`src/rtl/srpd_pkg.sv`:
```
/*
  srpd_pkg: address map, group codes and apb register map for the
  system region decoder. assumes a 32-bit byte address space.
*/
package srpd_pkg;
    localparam logic [31:0] SYS_BASE      = 32'he000_0000;
    localparam logic [31:0] PRIV_LAST     = 32'he00f_ffff;
    localparam logic [31:0] VEND_RSV_LO   = 32'he010_0000;
    localparam logic [31:0] VEND_RSV_HI   = 32'hefff_ffff;
    localparam logic [31:0] VEND_REC_BASE = 32'hf000_0000;
    localparam logic [31:0] SCS_BASE      = 32'he000_e000;
    localparam logic [31:0] SCS_LAST      = 32'he000_efff;
    localparam logic [11:0] CTL_LO        = 12'h000;
    localparam logic [11:0] CTL_HI        = 12'h00f;
    localparam logic [11:0] TICK_LO       = 12'h010;
    localparam logic [11:0] TICK_HI       = 12'h0ff;
    localparam logic [11:0] INTC_LO       = 12'h100;
    localparam logic [11:0] INTC_HI       = 12'hcff;
    localparam logic [11:0] SCB_LO        = 12'hd00;
    localparam logic [11:0] SCB_HI        = 12'hd8f;
    localparam logic [11:0] MPU_LO        = 12'hd90;
    localparam logic [11:0] MPU_HI        = 12'hdef;
    localparam logic [11:0] DBG_LO        = 12'hdf0;
    localparam logic [11:0] DBG_HI        = 12'heff;
    localparam logic [11:0] IMP_LO        = 12'hf90;
    localparam logic [11:0] IMP_HI        = 12'hfcf;
    localparam logic [1:0]  SIZE_WORD     = 2'h2;

    // apb register offsets
    localparam logic [11:0] REG_CFG       = 12'h000;
    localparam logic [11:0] REG_STATUS    = 12'h004;
    localparam logic [11:0] REG_FAULTADDR = 12'h008;
    localparam logic [11:0] REG_EVENTS    = 12'h00c;
    // cfg field positions and reset
    localparam int CFG_TICK   = 0;
    localparam int CFG_DBG    = 1;
    localparam int CFG_MPUEN  = 2;
    localparam int CFG_PRIVDF = 3;
    localparam int CFG_MPUIMP = 4;
    localparam logic [4:0] CFG_RESET = 5'h00;
    // event (clear-on-read) bit positions
    localparam int EV_PRIV  = 0;
    localparam int EV_ALIGN = 1;
    localparam int EV_XN    = 2;
    localparam int EV_RSV   = 3;

    typedef enum logic [3:0] {
        SRPD_NONE, SRPD_CTL, SRPD_TICK, SRPD_INTC, SRPD_MPU, SRPD_DBG,
        SRPD_IMP, SRPD_SCS_RSV, SRPD_PRIV_OTHER, SRPD_VENDOR, SRPD_FAULT
    } srpd_tgt_t;
endpackage

```
`src/rtl/srpd_decoder.sv`:
```
/*
  srpd_decoder: decodes one core request at a time into the system region,
  checks access rules, and answers with a registered target select, fault
  flag and byte-lane-fixed data. a small apb slave holds configuration and
  sticky fault and reserved-access events. assumes the core holds req for one cycle per access
  and the responder read data is valid in the cycle that tgt_sel is nonzero.
*/
`timescale 1ns/10ps
`default_nettype none
module srpd_decoder
    import srpd_pkg::*;
(
    // clock and reset
    input  wire logic        pclk,
    input  wire logic        presetn,
    // core request
    input  wire logic        req_valid,
    input  wire logic [31:0] req_addr,
    input  wire logic        req_write,
    input  wire logic        req_priv,
    input  wire logic        req_fetch,
    input  wire logic [1:0]  req_size,
    input  wire logic        req_big_endian,
    input  wire logic [31:0] req_wdata,
    // core answer
    output logic             rsp_valid,
    output logic             rsp_fault,
    output logic [31:0]      rsp_rdata,
    // responder side
    output logic [3:0]       tgt_sel,
    output logic             tgt_write,
    output logic [11:0]      tgt_offset,
    output logic [31:0]      tgt_wdata,
    output logic             tgt_map_bypass,
    output logic             hard_fault,
    input  wire logic [31:0] tgt_rdata,
    // protection unit result for non-default map
    input  wire logic        mpu_hit,
    // apb slave
    input  wire logic        psel,
    input  wire logic        penable,
    input  wire logic        pwrite,
    input  wire logic [11:0] paddr,
    input  wire logic [31:0] pwdata,
    output logic             pready,
    output logic             pslverr,
    output logic [31:0]      prdata
);

    typedef struct packed {
        logic        rsp_valid;
        logic        rsp_fault;
        logic [31:0] rsp_rdata;
        logic        pend;
        logic        pend_big;
        logic        pend_rsv;
        logic [3:0]  tgt_sel;
        logic        tgt_write;
        logic [11:0] tgt_offset;
        logic [31:0] tgt_wdata;
        logic        bypass;
        logic        hard_fault;
        logic [4:0]  cfg;
        logic [3:0]  events;
        logic [31:0] fault_addr;
        logic        pready;
        logic        pslverr;
        logic [31:0] prdata;
    } srpd_state_t;

    srpd_state_t st_r, st_nxt;

    function automatic logic in_rng(input logic [11:0] a, input logic [11:0] lo,
                                    input logic [11:0] hi);
        in_rng = (a >= lo) && (a <= hi);
    endfunction

    function automatic logic [31:0] swap32(input logic [31:0] d);
        swap32 = {d[7:0], d[15:8], d[23:16], d[31:24]};
    endfunction

    srpd_tgt_t   tgt;
    logic        in_sys, in_priv, in_scs, fault_priv, fault_align, fault_xn;
    logic        is_rsv, bypass;
    logic [11:0] off;
    logic        rd_events;
    logic [3:0]  ev_set;

    always_comb begin
        st_nxt      = st_r;
        in_sys      = req_addr >= SYS_BASE;
        in_priv     = in_sys && (req_addr <= PRIV_LAST);
        in_scs      = (req_addr >= SCS_BASE) && (req_addr <= SCS_LAST);
        off         = req_addr[11:0];
        fault_priv  = in_priv && !req_priv;
        fault_align = in_priv && ((req_size != SIZE_WORD) || (req_addr[1:0] != 2'h0));
        fault_xn    = in_sys && req_fetch;
        // default map when unit absent, off, or privileged background
        bypass      = !st_r.cfg[CFG_MPUIMP] || !st_r.cfg[CFG_MPUEN]
                      || (req_priv && st_r.cfg[CFG_PRIVDF] && !mpu_hit);
        is_rsv      = 1'b0;
        tgt         = SRPD_NONE;
        if (!in_sys) begin
            tgt = SRPD_NONE;
        end else if (fault_xn || fault_priv || fault_align) begin
            tgt = SRPD_FAULT;
        end else if (!in_priv) begin
            // reserved span still routed to vendor fabric
            tgt = SRPD_VENDOR;
        end else if (!in_scs) begin
            tgt = SRPD_PRIV_OTHER;
        end else if (in_rng(off, CTL_LO, CTL_HI) || in_rng(off, SCB_LO, SCB_HI)) begin
            tgt = SRPD_CTL;
        end else if (in_rng(off, IMP_LO, IMP_HI)) begin
            tgt = SRPD_IMP;
        // tick, mpu and dbg groups gated by feature bits; intc is not gated
        end else if (in_rng(off, TICK_LO, TICK_HI) && st_r.cfg[CFG_TICK]) begin
            tgt = SRPD_TICK;
        end else if (in_rng(off, INTC_LO, INTC_HI)) begin
            tgt = SRPD_INTC;
        end else if (in_rng(off, MPU_LO, MPU_HI) && st_r.cfg[CFG_MPUIMP]) begin
            tgt = SRPD_MPU;
        end else if (in_rng(off, DBG_LO, DBG_HI) && st_r.cfg[CFG_DBG]) begin
            tgt = SRPD_DBG;
        end else begin
            tgt    = SRPD_SCS_RSV;
            is_rsv = 1'b1;
        end

        // one access in flight, issued in order, never merged
        st_nxt.tgt_sel    = 4'(SRPD_NONE);
        st_nxt.tgt_write  = 1'b0;
        st_nxt.hard_fault = 1'b0;
        st_nxt.rsp_valid  = 1'b0;
        st_nxt.rsp_fault  = 1'b0;
        st_nxt.rsp_rdata  = 32'h0;
        st_nxt.pend       = 1'b0;
        ev_set            = 4'h0;
        if (st_r.pend) begin
            st_nxt.rsp_valid = 1'b1;
            st_nxt.rsp_rdata = st_r.pend_rsv ? 32'h0
                             : (st_r.pend_big ? swap32(tgt_rdata) : tgt_rdata);
        end else if (req_valid && in_sys) begin
            if (tgt == SRPD_FAULT) begin
                st_nxt.rsp_valid  = 1'b1;
                st_nxt.rsp_fault  = 1'b1;
                st_nxt.hard_fault = 1'b1;
                st_nxt.fault_addr = req_addr;
                ev_set[EV_PRIV]   = fault_priv;
                ev_set[EV_ALIGN]  = fault_align;
                ev_set[EV_XN]     = fault_xn;
            end else begin
                st_nxt.pend       = 1'b1;
                st_nxt.pend_rsv   = is_rsv;
                st_nxt.pend_big   = in_priv && req_big_endian;
                st_nxt.tgt_sel    = is_rsv ? 4'(SRPD_NONE) : 4'(tgt);
                st_nxt.tgt_write  = req_write && !is_rsv;
                st_nxt.tgt_offset = off;
                st_nxt.tgt_wdata  = (in_priv && req_big_endian) ? swap32(req_wdata) : req_wdata;
                st_nxt.bypass     = bypass;
                ev_set[EV_RSV]    = is_rsv;
            end
        end

        // apb slave, one wait-free access phase
        st_nxt.pready  = 1'b0;
        st_nxt.pslverr = 1'b0;
        rd_events      = 1'b0;
        // writes and clear-on-read act only at the completing edge of the access phase
        if (psel && penable && st_r.pready) begin
            if (pwrite && paddr == REG_CFG) begin
                st_nxt.cfg = pwdata[4:0];
            end
            rd_events = !pwrite && (paddr == REG_EVENTS);
        end
        if (psel && !penable) begin
            st_nxt.pready = 1'b1;
            st_nxt.prdata = 32'h0;
            if (paddr == REG_CFG) begin
                st_nxt.prdata = {27'h0, st_r.cfg};
            end else if (paddr == REG_STATUS) begin
                st_nxt.prdata = {27'h0, st_r.bypass, st_r.pend, st_r.tgt_sel[2:0]};
            end else if (paddr == REG_FAULTADDR) begin
                st_nxt.prdata = st_r.fault_addr;
            end else if (paddr == REG_EVENTS) begin
                st_nxt.prdata = {28'h0, st_r.events};
            end else begin
                st_nxt.pslverr = 1'b1;
            end
        end
        // read clears only bits it returned as one; new set survives
        // mask is the value the reader was shown, so a later set is kept
        st_nxt.events = (rd_events ? (st_r.events & ~st_r.prdata[3:0]) : st_r.events) | ev_set;
    end

    always_ff @(posedge pclk or negedge presetn) begin
        if (!presetn) begin
            st_r     <= '0;
            st_r.cfg <= CFG_RESET;
        end else begin
            st_r <= st_nxt;
        end
    end

    assign rsp_valid      = st_r.rsp_valid;
    assign rsp_fault      = st_r.rsp_fault;
    assign rsp_rdata      = st_r.rsp_rdata;
    assign tgt_sel        = st_r.tgt_sel;
    assign tgt_write      = st_r.tgt_write;
    assign tgt_offset     = st_r.tgt_offset;
    assign tgt_wdata      = st_r.tgt_wdata;
    assign tgt_map_bypass = st_r.bypass;
    assign hard_fault     = st_r.hard_fault;
    assign pready         = st_r.pready;
    assign pslverr        = st_r.pslverr;
    assign prdata         = st_r.prdata;

    // assertions
    AST_PRIV_FAULT: assert property (@(posedge pclk) disable iff (!presetn)
        req_valid && !st_r.pend && fault_priv |=> hard_fault && tgt_sel == 4'(SRPD_NONE))
        else $error("unprivileged private access not faulted");
    AST_ALIGN: assert property (@(posedge pclk) disable iff (!presetn)
        req_valid && !st_r.pend && in_priv && req_size != SIZE_WORD |=> rsp_fault)
        else $error("sub-word private access not faulted");
    AST_XN: assert property (@(posedge pclk) disable iff (!presetn)
        req_valid && !st_r.pend && in_sys && req_fetch |=> rsp_valid && rsp_fault)
        else $error("fetch from execute-never region allowed");
    AST_VENDOR: assert property (@(posedge pclk) disable iff (!presetn)
        req_valid && !st_r.pend && req_addr >= VEND_RSV_LO && !req_fetch
        |=> tgt_sel == 4'(SRPD_VENDOR) ##1 rsp_valid && !rsp_fault)
        else $error("vendor region misrouted");
    AST_RSV_ZERO: assert property (@(posedge pclk) disable iff (!presetn)
        req_valid && !st_r.pend && tgt == SRPD_SCS_RSV
        |=> !tgt_write ##1 rsp_valid && rsp_rdata == 32'h0 && !rsp_fault)
        else $error("reserved space not read as zero");
    AST_TICK: assert property (@(posedge pclk) disable iff (!presetn)
        req_valid && !st_r.pend && tgt == SRPD_TICK |=> tgt_offset >= TICK_LO && tgt_offset <= TICK_HI)
        else $error("tick timer range misrouted");
    AST_ORDER: assert property (@(posedge pclk) disable iff (!presetn)
        tgt_sel != 4'(SRPD_NONE) |=> tgt_sel == 4'(SRPD_NONE))
        else $error("back-to-back forwarded accesses");
    AST_COR: assert property (@(posedge pclk) disable iff (!presetn)
        psel && penable && pready && !pwrite && paddr == REG_EVENTS
        |=> st_r.events == (($past(st_r.events) & ~$past(prdata[3:0])) | $past(ev_set)))
        else $error("coincident set lost on clear-on-read");
    AST_CFG: assert property (@(posedge pclk) disable iff (!presetn)
        psel && penable && pready && pwrite && paddr == REG_CFG |=> st_r.cfg == $past(pwdata[4:0]))
        else $error("feature bits not written");
    AST_MAP: assert property (@(posedge pclk) disable iff (!presetn)
        !st_r.cfg[CFG_MPUIMP] && req_valid && !st_r.pend && in_sys && tgt != SRPD_FAULT
        |=> tgt_map_bypass)
        else $error("default map not used without protection unit");

    COV_PRIV_FAULT: cover property (@(posedge pclk) disable iff (!presetn) hard_fault);
    COV_CTL_READ:   cover property (@(posedge pclk) disable iff (!presetn)
        tgt_sel == 4'(SRPD_CTL) ##1 rsp_valid);
    COV_RSV:        cover property (@(posedge pclk) disable iff (!presetn)
        st_r.events[EV_RSV]);
    COV_APB:        cover property (@(posedge pclk) disable iff (!presetn) pready && pslverr);

endmodule
`default_nettype wire

```
`config.mk`:
```
export PLATFORM = sky130hd
export DESIGN_NAME = srpd_decoder
export DESIGN_NICKNAME = d
export VERILOG_FILES = /design/src/rtl/srpd_pkg.sv /design/src/rtl/srpd_decoder.sv
export SDC_FILE = /design/constraint.sdc
export NUM_CORES = 1
export LEC_CHECK = 0
export ABC_CLOCK_PERIOD_IN_PS = 2200
export BUFFER_PORTS_ARGS = -buffer_cell sky130_fd_sc_hd__buf_2
export CORE_MARGIN = 4
export CORE_UTILIZATION = 48
export CTS_BUF_LIST = sky130_fd_sc_hd__clkbuf_2 sky130_fd_sc_hd__clkbuf_4 sky130_fd_sc_hd__clkbuf_8
export DETAILED_ROUTE_END_ITERATION = 8
export PLACE_DENSITY = 0.77
export RECOVER_POWER = 25
export SLEW_MARGIN = 10
export SYNTH_ARGS = -nofsm -noshare
export SYNTH_HDL_FRONTEND = slang
export SYNTH_SLANG_ARGS = --single-unit
```
`constraint.sdc`:
```
create_clock -name pclk -period 2.2 [get_ports pclk]
set_clock_uncertainty 0.2 [all_clocks]
set_input_delay 0.11 -clock pclk [delete_from_list [all_inputs] [get_ports pclk]]
set_output_delay 0.11 -clock pclk [all_outputs]
set_load 0.03 [all_outputs]
```
==> flow_summary.toml, run 1 <==
[global_route]
met3_usage = 0.0544
grt_pass1_vias = 6426
gr-usage-met1 = 0.280
grt_usage = 0.236
grt_pass1_wl_um = 33400
grt_use_met2 = 0.408
grt_busiest_layer = "met2"
overflow = 0
grt_max_degree = 61
antenna_found_initial = 1

[setup_path]
r2r_end = "st_r[68]$_DFF_PN0_"
reg2reg_depth = 5
crit_chain = "dlygate4sd3_1, buf_2, nand2_1, a21oi_2, nand2b_4, buf_12, mux2_1, dlygate4sd3_1"
rr_startpoint = "pready$_DFF_PN0_"
slowest_delay_ns = 0.57
cp_data_arrival_time_ns = 2.30
path_common_cell = "dlygate4sd3_1"
critPathKind = "in -> reg"
start_kind = "input pin"
crit_path_top_delay_cell = "dlygate4sd3_1"
critPathRequiredTime_ns = 2.33
cp-end-kind = "flip-flop"
r2r_slack_ns = 0.07
path_max_fanout = 15
crit_path_end = "st_r[58]$_DFFE_PN0P_"
startpoint = "req_priv"

[yosys]
avgSynthCellArea_um2 = 11.3
async_flop_share = 1.00
yosysWarnings = 0
synth_edf_count = 0
netlist_area_um2 = 7660
synth_seq_cells = 162
synth.top_cell.area_share = 0.529
synth_area_leaders = "dfrtp_1 (53%), buf_4 (11%), mux2i_1 (8.5%)"
synth.distinct_cells = 50
synth.largest_area_cell = "dfrtp_1"
yosysSeqAreaShare = 0.529
syn-num-nets = 830
synthCells = 677
synthFlopType = "dfrtp_1"

[timing]
finalSetupTns_ns = 0
hold_ws_ns = 0.0387
setup_viol = 0
fin_crit_sh = 0.986
post-route-min-period_ns = 2.17
maxSlewHeadroom = 0.562
fmax_mhz = 461
rsz0062_at_grt = "true"
slew_violations = 0
tightestPinTransition_ns = 0.658
hold_violations = 0

[clock_network]
postCtsSetupBuffers = 0
h-tree-depth = 4
clock_path_buffers = 2
clock_sinks = 162
clk_latency_ns = 0.45
clk_pin_slew_worst_paths_ns = 0.08
cts_made_buffers = 17
cts-root-buf = "clkbuf_8"
cts_tree = "done"

[place]
place_inst = 1004
place_congestion = 0.822
dp_hpwl_um = 12800
port-buffer-count = 244

[pwr]
power_mw = 7.09
power.density_nw_per_um2 = 688
peakVddDrop_v = 0.000411
power.leakage_nw = 5.32

[floorplanning]
initial_core_util = 0.497
dieArea_um2 = 18000
die_x_um = 134
rows = 45
fp.coreArea_um2 = 15400
die-height_um = 134
io_pins = 272

[drt]
avgRoutedWirePerCell_um = 17.6
drt_iter0_markers = 286
first_pass_iters = 4
drt_wl_total_um = 21000
route.detailed.drc = 0
drt.antenna.violating_nets = 0
vias = 6062
viasPerCell = 5.09

[final_layout]
areaGrowthSynthToFinish_pct = 34.5
drive_above_1_share = 0.319
fin_nets = 1120
post-route-util = 0.668
fin_cells = 1192

[run]
maxCapViolations = 0

[hold_path]
hp-class = "in -> reg"

[status]
status = "complete, no violations"
-- report_power, final --
| group | total, mW | switching (mW) | internal [mW] | leakage [nW] |
|---|---|---|---|---|
| clock network | 2.14 | 1.15 | 0.992 | 0.190 |
| registers | 3.48 | 0.185 | 3.29 | 2.13 |
| logic | 1.47 | 0.822 | 0.648 | 3.00 |
| total | 7.09 | 2.16 | 4.93 | 5.32 |
-- registers in the layout, summed over array words and instances, names as in the netlist --
signal          cells
tgt_map_bypass      1
pready              1
rsp_valid           1
st_r               44
rsp_rdata          32
prdata             32
pslverr             1
tgt_write           1
tgt_sel             4
tgt_offset         12
hard_fault          1
tgt_wdata          32
-- cell families after synthesis --
group,synth area share
buffers and inverters,0.137
multiplexers,0.156
AND/OR/NAND/NOR,0.0986
flip-flops,0.529
AO/OA/AOI/OAI,0.0792
-- worst max-delay path, delay by kind of cell --
family                 cells  cell delay, ns
AND/OR/NAND/NOR            2            0.27
AO/OA/AOI/OAI              1            0.16
multiplexers               1            0.32
buffers and inverters      4            1.44
-- layer usage --
layer / up-vias / wire length, um
met5: - / 0
met4: 0 / 554
met3: 46 / 1240
met2: 229 / 10700
met1: 2997 / 8420
li1: 2790 / -
-- cell type report --
cell class	count	area (um^2)
antenna	1	2.50
clock buffer	20	269
clock inverter	12	123
fill	1172	5120
inverter	9	36.3
multi-input combinational	360	2590
sequential	162	4060
tap	211	264
timing repair buffer	417	2970
-- placed cells by master, fill, tap and decap left out, types with 2 or more instances in the layout --
cell type and count:
mux2_4 19, a22o_1 27, o31ai_1 3, or3_1 3, or4_4 2, mux2i_1 65
nand2b_1 5, and3_1 4, nand3_1 5, mux4_2 4, inv_6 3, dfrtp_1 161
inv_1 7, nor2_1 38, nor4_1 4, and4_1 2, clkbuf_1 27, o21ai_0 33
clkbuf_8 19, or3b_2 4, nor2b_1 3, dlygate4sd3_1 155, inv_8 2, buf_4 10
o21ai_1 14, buf_12 7, clkinvlp_4 4, a31oi_1 2, mux2_1 10, buf_2 216
nand2_1 81, mux2_2 5, nor3_1 2, a22oi_1 2, nor2_2 2
-- what timing repair did --
action,4_1_cts,5_1_grt
setup endpoints to repair,0,11
gates resized for setup,0,9
hold endpoints to repair,289,0
hold buffers,155,0
-- per-stage QoR --
| stage | instance area [um^2] | setup slack (ns) |
|---|---|---|
| global route | 10300 | -0.0130 |
| CTS | 10300 | 0.0476 |
| finish | 10300 | 0.0309 |
| global placement | 8370 | 0.0611 |
| detailed placement | 8370 | -0.0170 |
| floorplan | 7660 | 0.263 |
-- how the worst min path moves through the flow --
stage / startpoint / end / slack, ns / cells past startpoint
2_1_floorplan: presetn / hard_fault$_DFF_PN0_ / -0.39 / 0
3_3_place_gp: presetn / st_r[39]$_DFFE_PN0P_ / -0.08 / 1
3_5_place_dp: presetn / st_r[39]$_DFFE_PN0P_ / -0.07 / 1
4_1_cts: req_addr[22] / tgt_sel[3]$_DFF_PN0_ / 0.02 / 5
5_1_grt: paddr[2] / st_r[67]$_DFF_PN0_ / 0.03 / 5
6_report: paddr[2] / st_r[67]$_DFF_PN0_ / 0.04 / 5
-- Yosys cell counts, types with 7 or more instances --
cell type and count:
o21ai_0 35, mux2_4 19, inv_1 7, mux2i_1 65, o21ai_1 12, buf_2 12, mux2_1 10, nor2_1 39
clkbuf_1 16, nand2_1 81, a22o_1 27, dfrtp_1 162, buf_4 113
Power figures use the tool's default switching activity.
==> run 2: changes to the inputs <==
--- a/config.mk
+++ b/config.mk
@@ -6,12 +6,11 @@
 export NUM_CORES = 1
 export LEC_CHECK = 0
 export ABC_CLOCK_PERIOD_IN_PS = 2200
-export BUFFER_PORTS_ARGS = -buffer_cell sky130_fd_sc_hd__buf_2
 export CORE_MARGIN = 4
 export CORE_UTILIZATION = 48
 export CTS_BUF_LIST = sky130_fd_sc_hd__clkbuf_2 sky130_fd_sc_hd__clkbuf_4 sky130_fd_sc_hd__clkbuf_8
 export DETAILED_ROUTE_END_ITERATION = 8
-export PLACE_DENSITY = 0.77
+export DONT_BUFFER_PORTS = 1
 export RECOVER_POWER = 25
 export SLEW_MARGIN = 10
 export SYNTH_ARGS = -nofsm -noshare
==> run 2 against run 1 <==
Compared with the run above:
- the flow now stops in clock tree synthesis
- synthesized cell count stayed put
- synthesized area stayed put
==> flow_summary.toml, run 2 <==
[status]
status = "stopped before the end"
haltStage = "clock tree synthesis"
error = "[ERROR RSZ-0060] Max buffer count reached."

[yosys]
avgSynthCellArea_um2 = 11.3
synth.most_common_cell = "dfrtp_1"
synth_seq_cells = 162
synth.top_cell.area_share = 0.529
synthFlopType = "dfrtp_1"
async_flop_share = 1.00
synth.distinct_cells = 50
syn-num-nets = 830
netlist_area_um2 = 7660
synth.largest_area_cell = "dfrtp_1"
yosysSeqAreaShare = 0.529
yosysWarnings = 0
synthCells = 677
synth_area_leaders = "dfrtp_1 (53%), buf_4 (11%), mux2i_1 (8.5%)"
synth_edf_count = 0
netlist_top_cells_count = "dfrtp_1 (162), buf_4 (113), nand2_1 (81)"

[clock_network]
cts_made_buffers = 17
postCtsSetupBuffers = 0
postCtsHoldBufs = 159
clock_path_buffers = 2
cts-root-buf = "clkbuf_8"
post_cts_resized = 0
h-tree-depth = 4
clock_sinks = 162

[floorplanning]
rows = 45
die_x_um = 134
initial_core_util = 0.497
io_pins = 272
die-height_um = 134

[place]
port-buffer-count = 0
place_congestion = 0.750
dp_hpwl_um = 11600
run 2: cell families after synthesis:
| family | Yosys count | synth area share |
|---|---|---|
| mux | 103 | 0.156 |
| flops | 162 | 0.529 |
| buf+inv | 155 | 0.137 |
| compound gates | 92 | 0.0792 |
| simple gates | 165 | 0.0986 |
run 2: metrics by stage:
stage	hold slack, ns	area, um^2	utilization	std cells	setup WS, ns
3_5_place_dp	-0.381	7100	0.460	761	-0.0246
2_1_floorplan	-0.386	7660	-	677	0.263
3_3_place_gp	-0.379	7100	0.460	761	0.00540
==> run 3: changes to the inputs <==
--- a/config.mk
+++ b/config.mk
@@ -7,10 +7,10 @@
 export LEC_CHECK = 0
 export ABC_CLOCK_PERIOD_IN_PS = 2200
 export CORE_MARGIN = 4
-export CORE_UTILIZATION = 48
-export CTS_BUF_LIST = sky130_fd_sc_hd__clkbuf_2 sky130_fd_sc_hd__clkbuf_4 sky130_fd_sc_hd__clkbuf_8
+export CORE_UTILIZATION = 33
 export DETAILED_ROUTE_END_ITERATION = 8
 export DONT_BUFFER_PORTS = 1
+export PLACE_DENSITY_LB_ADDON = 0.15
 export RECOVER_POWER = 25
 export SLEW_MARGIN = 10
 export SYNTH_ARGS = -nofsm -noshare
==> run 3 against run 2 <==
Compared with the run above:
- the flow now finishes, with violations (negative hold slack)
==> flow_summary.toml, run 3 (synthesis results as in run 1) <==
[clock_network]
clk_latency_ns = 0.42
clock_path_buffers = 2
h-tree-depth = 4
cts-root-buf = "clkbuf_16"
clk_pin_slew_worst_paths_ns = 0.07
cts_tree = "done"
postCtsSetupBuffers = 0
postCtsHoldBufs = 161
clock_sinks = 162
cts_made_buffers = 17

[setup_path]
critPathRequiredTime_ns = 2.30
startpoint = "req_addr[28]"
r2r_end = "tgt_write$_DFF_PN0_"
critPathKind = "in -> reg"
crit_path_end = "tgt_sel[1]$_DFF_PN0_"
start_kind = "input pin"
rr_startpoint = "st_r[128]$_DFF_PN0_"
path_max_fanout = 4
reg2reg_depth = 5
cp-end-kind = "flip-flop"
cp_data_arrival_time_ns = 2.24
r2r_slack_ns = 0.06

[run]
maxCapViolations = 0

[place]
place_area_um2 = 7230
place_congestion = 0.736
port-buffer-count = 0
dp_hpwl_um = 13400
place_inst = 837

[drt]
met1Wirelength_um = 8360
viasPerCell = 4.93
route.detailed.drc = 0
vias = 5076
first_pass_iters = 4
drt_wl_total_um = 20300
drt.antenna.violating_nets = 0
dr.max_layer_used = "met4"
wl_met3_um = 1190
avgRoutedWirePerCell_um = 19.7
met2_length_um = 10400
drt_iter0_markers = 257

[final_layout]
finish.instance_area_um2 = 9500
post-route-util = 0.419
final_cell_mix = "dfrtp_1 (161), dlygate4sd3_1 (161), nand2_1 (80), mux2i_1 (65), nor2_1 (38)"
regMostFlops = "st_r"
fin_cells = 1030
areaGrowthSynthToFinish_pct = 24.0
n_antenna_cell = 0
drive_above_1_share = 0.136
fin_nets = 885
largest_reg_flops = 44

[floorplanning]
io_pins = 272
rows = 55
die_x_um = 160
die-height_um = 160
initial_core_util = 0.337
fp.coreArea_um2 = 22700
dieArea_um2 = 25700

[timing]
fin_crit_sh = 0.973
fmax_mhz = 467
slew_violations = 0
hold_violations = 163
finalSetupTns_ns = 0
tightestPinTransition_ns = 0.532
hold_ws_ns = -0.830
setup_viol = 0
maxSlewHeadroom = 0.645
post-route-min-period_ns = 2.14

[global_route]
overflow = 0
antenna_found_initial = 0
grt_pass1_wl_um = 32000
grt_max_degree = 163
grt_usage = 0.157
grt_pass1_vias = 5510

[hold_path]
hp-class = "in -> async"

[status]
status = "finished, violations left"
violations = "negative hold slack"

[pwr]
power.leakage_nw = 4.48
peakVddDrop_v = 0.000370
power.density_nw_per_um2 = 803
==> run 3: where the power goes <==
part / internal [mW] / leakage [nW] / switching, mW
Combinational: 0.461 / 2.05 / 0.253
Sequential: 3.29 / 2.13 / 0.600
Clock: 1.64 / 0.296 / 1.39
==> run 3: repair_timing <==
item                                   CTS  global route
setup endpoints to repair                0            19
resized for setup                        0            12
endpoints found under the hold margin  295           162
==> run 3: metrics by stage <==
step | setup WS, ns | hold slack [ns] | power [mW]
2_1_floorplan | 0.263 | -0.386 | 4.47
3_3_place_gp | 0.100 | -0.381 | 4.36
3_5_place_dp | 0.0691 | -0.382 | 4.39
4_1_cts | 0.0208 | -0.853 | 7.72
5_1_grt | -0.00801 | -0.864 | 7.98
6_report | 0.0600 | -0.830 | 7.63
==> run 3: how the worst min path moves through the flow <==
stage	startpoint	end	cells after the start
floorplan	presetn	hard_fault$_DFF_PN0_	0
detailed placement	presetn	st_r[42]$_DFFE_PN0P_	0
CTS	presetn	st_r[42]$_DFFE_PN0P_	0
global placement	presetn	st_r[45]$_DFFE_PN0P_	0
finish	presetn	st_r[45]$_DFFE_PN0P_	0
global route	presetn	st_r[39]$_DFFE_PN0P_	0
==> run 3: area by class of cell <==
class,instances,area (um^2)
Clock buffer,17,425
Clock inverter,15,186
Fill cell,2161,13200
Inverter,9,36.3
Multi-Input combinational cell,360,2610
Sequential cell,162,4060
Tap cell,285,357
Timing Repair Buffer,182,1840
==> run 3: worst max-delay path, stage by stage <==
cell and delay [ns]:
or4_4 0.55, dlygate4sd3_1 0.61, or4_4 0.48, nor2_4 0.13, and4_1 0.28, nor4b_1 0.08
==> run 3: layer usage <==
metal / global-route usage / vias to the layer above
li1: - / 2324
met1: 0.190 / 2548
met2: 0.271 / 179
met3: 0.0457 / 25
met4: 0.0469 / 0
met5: 0 / -
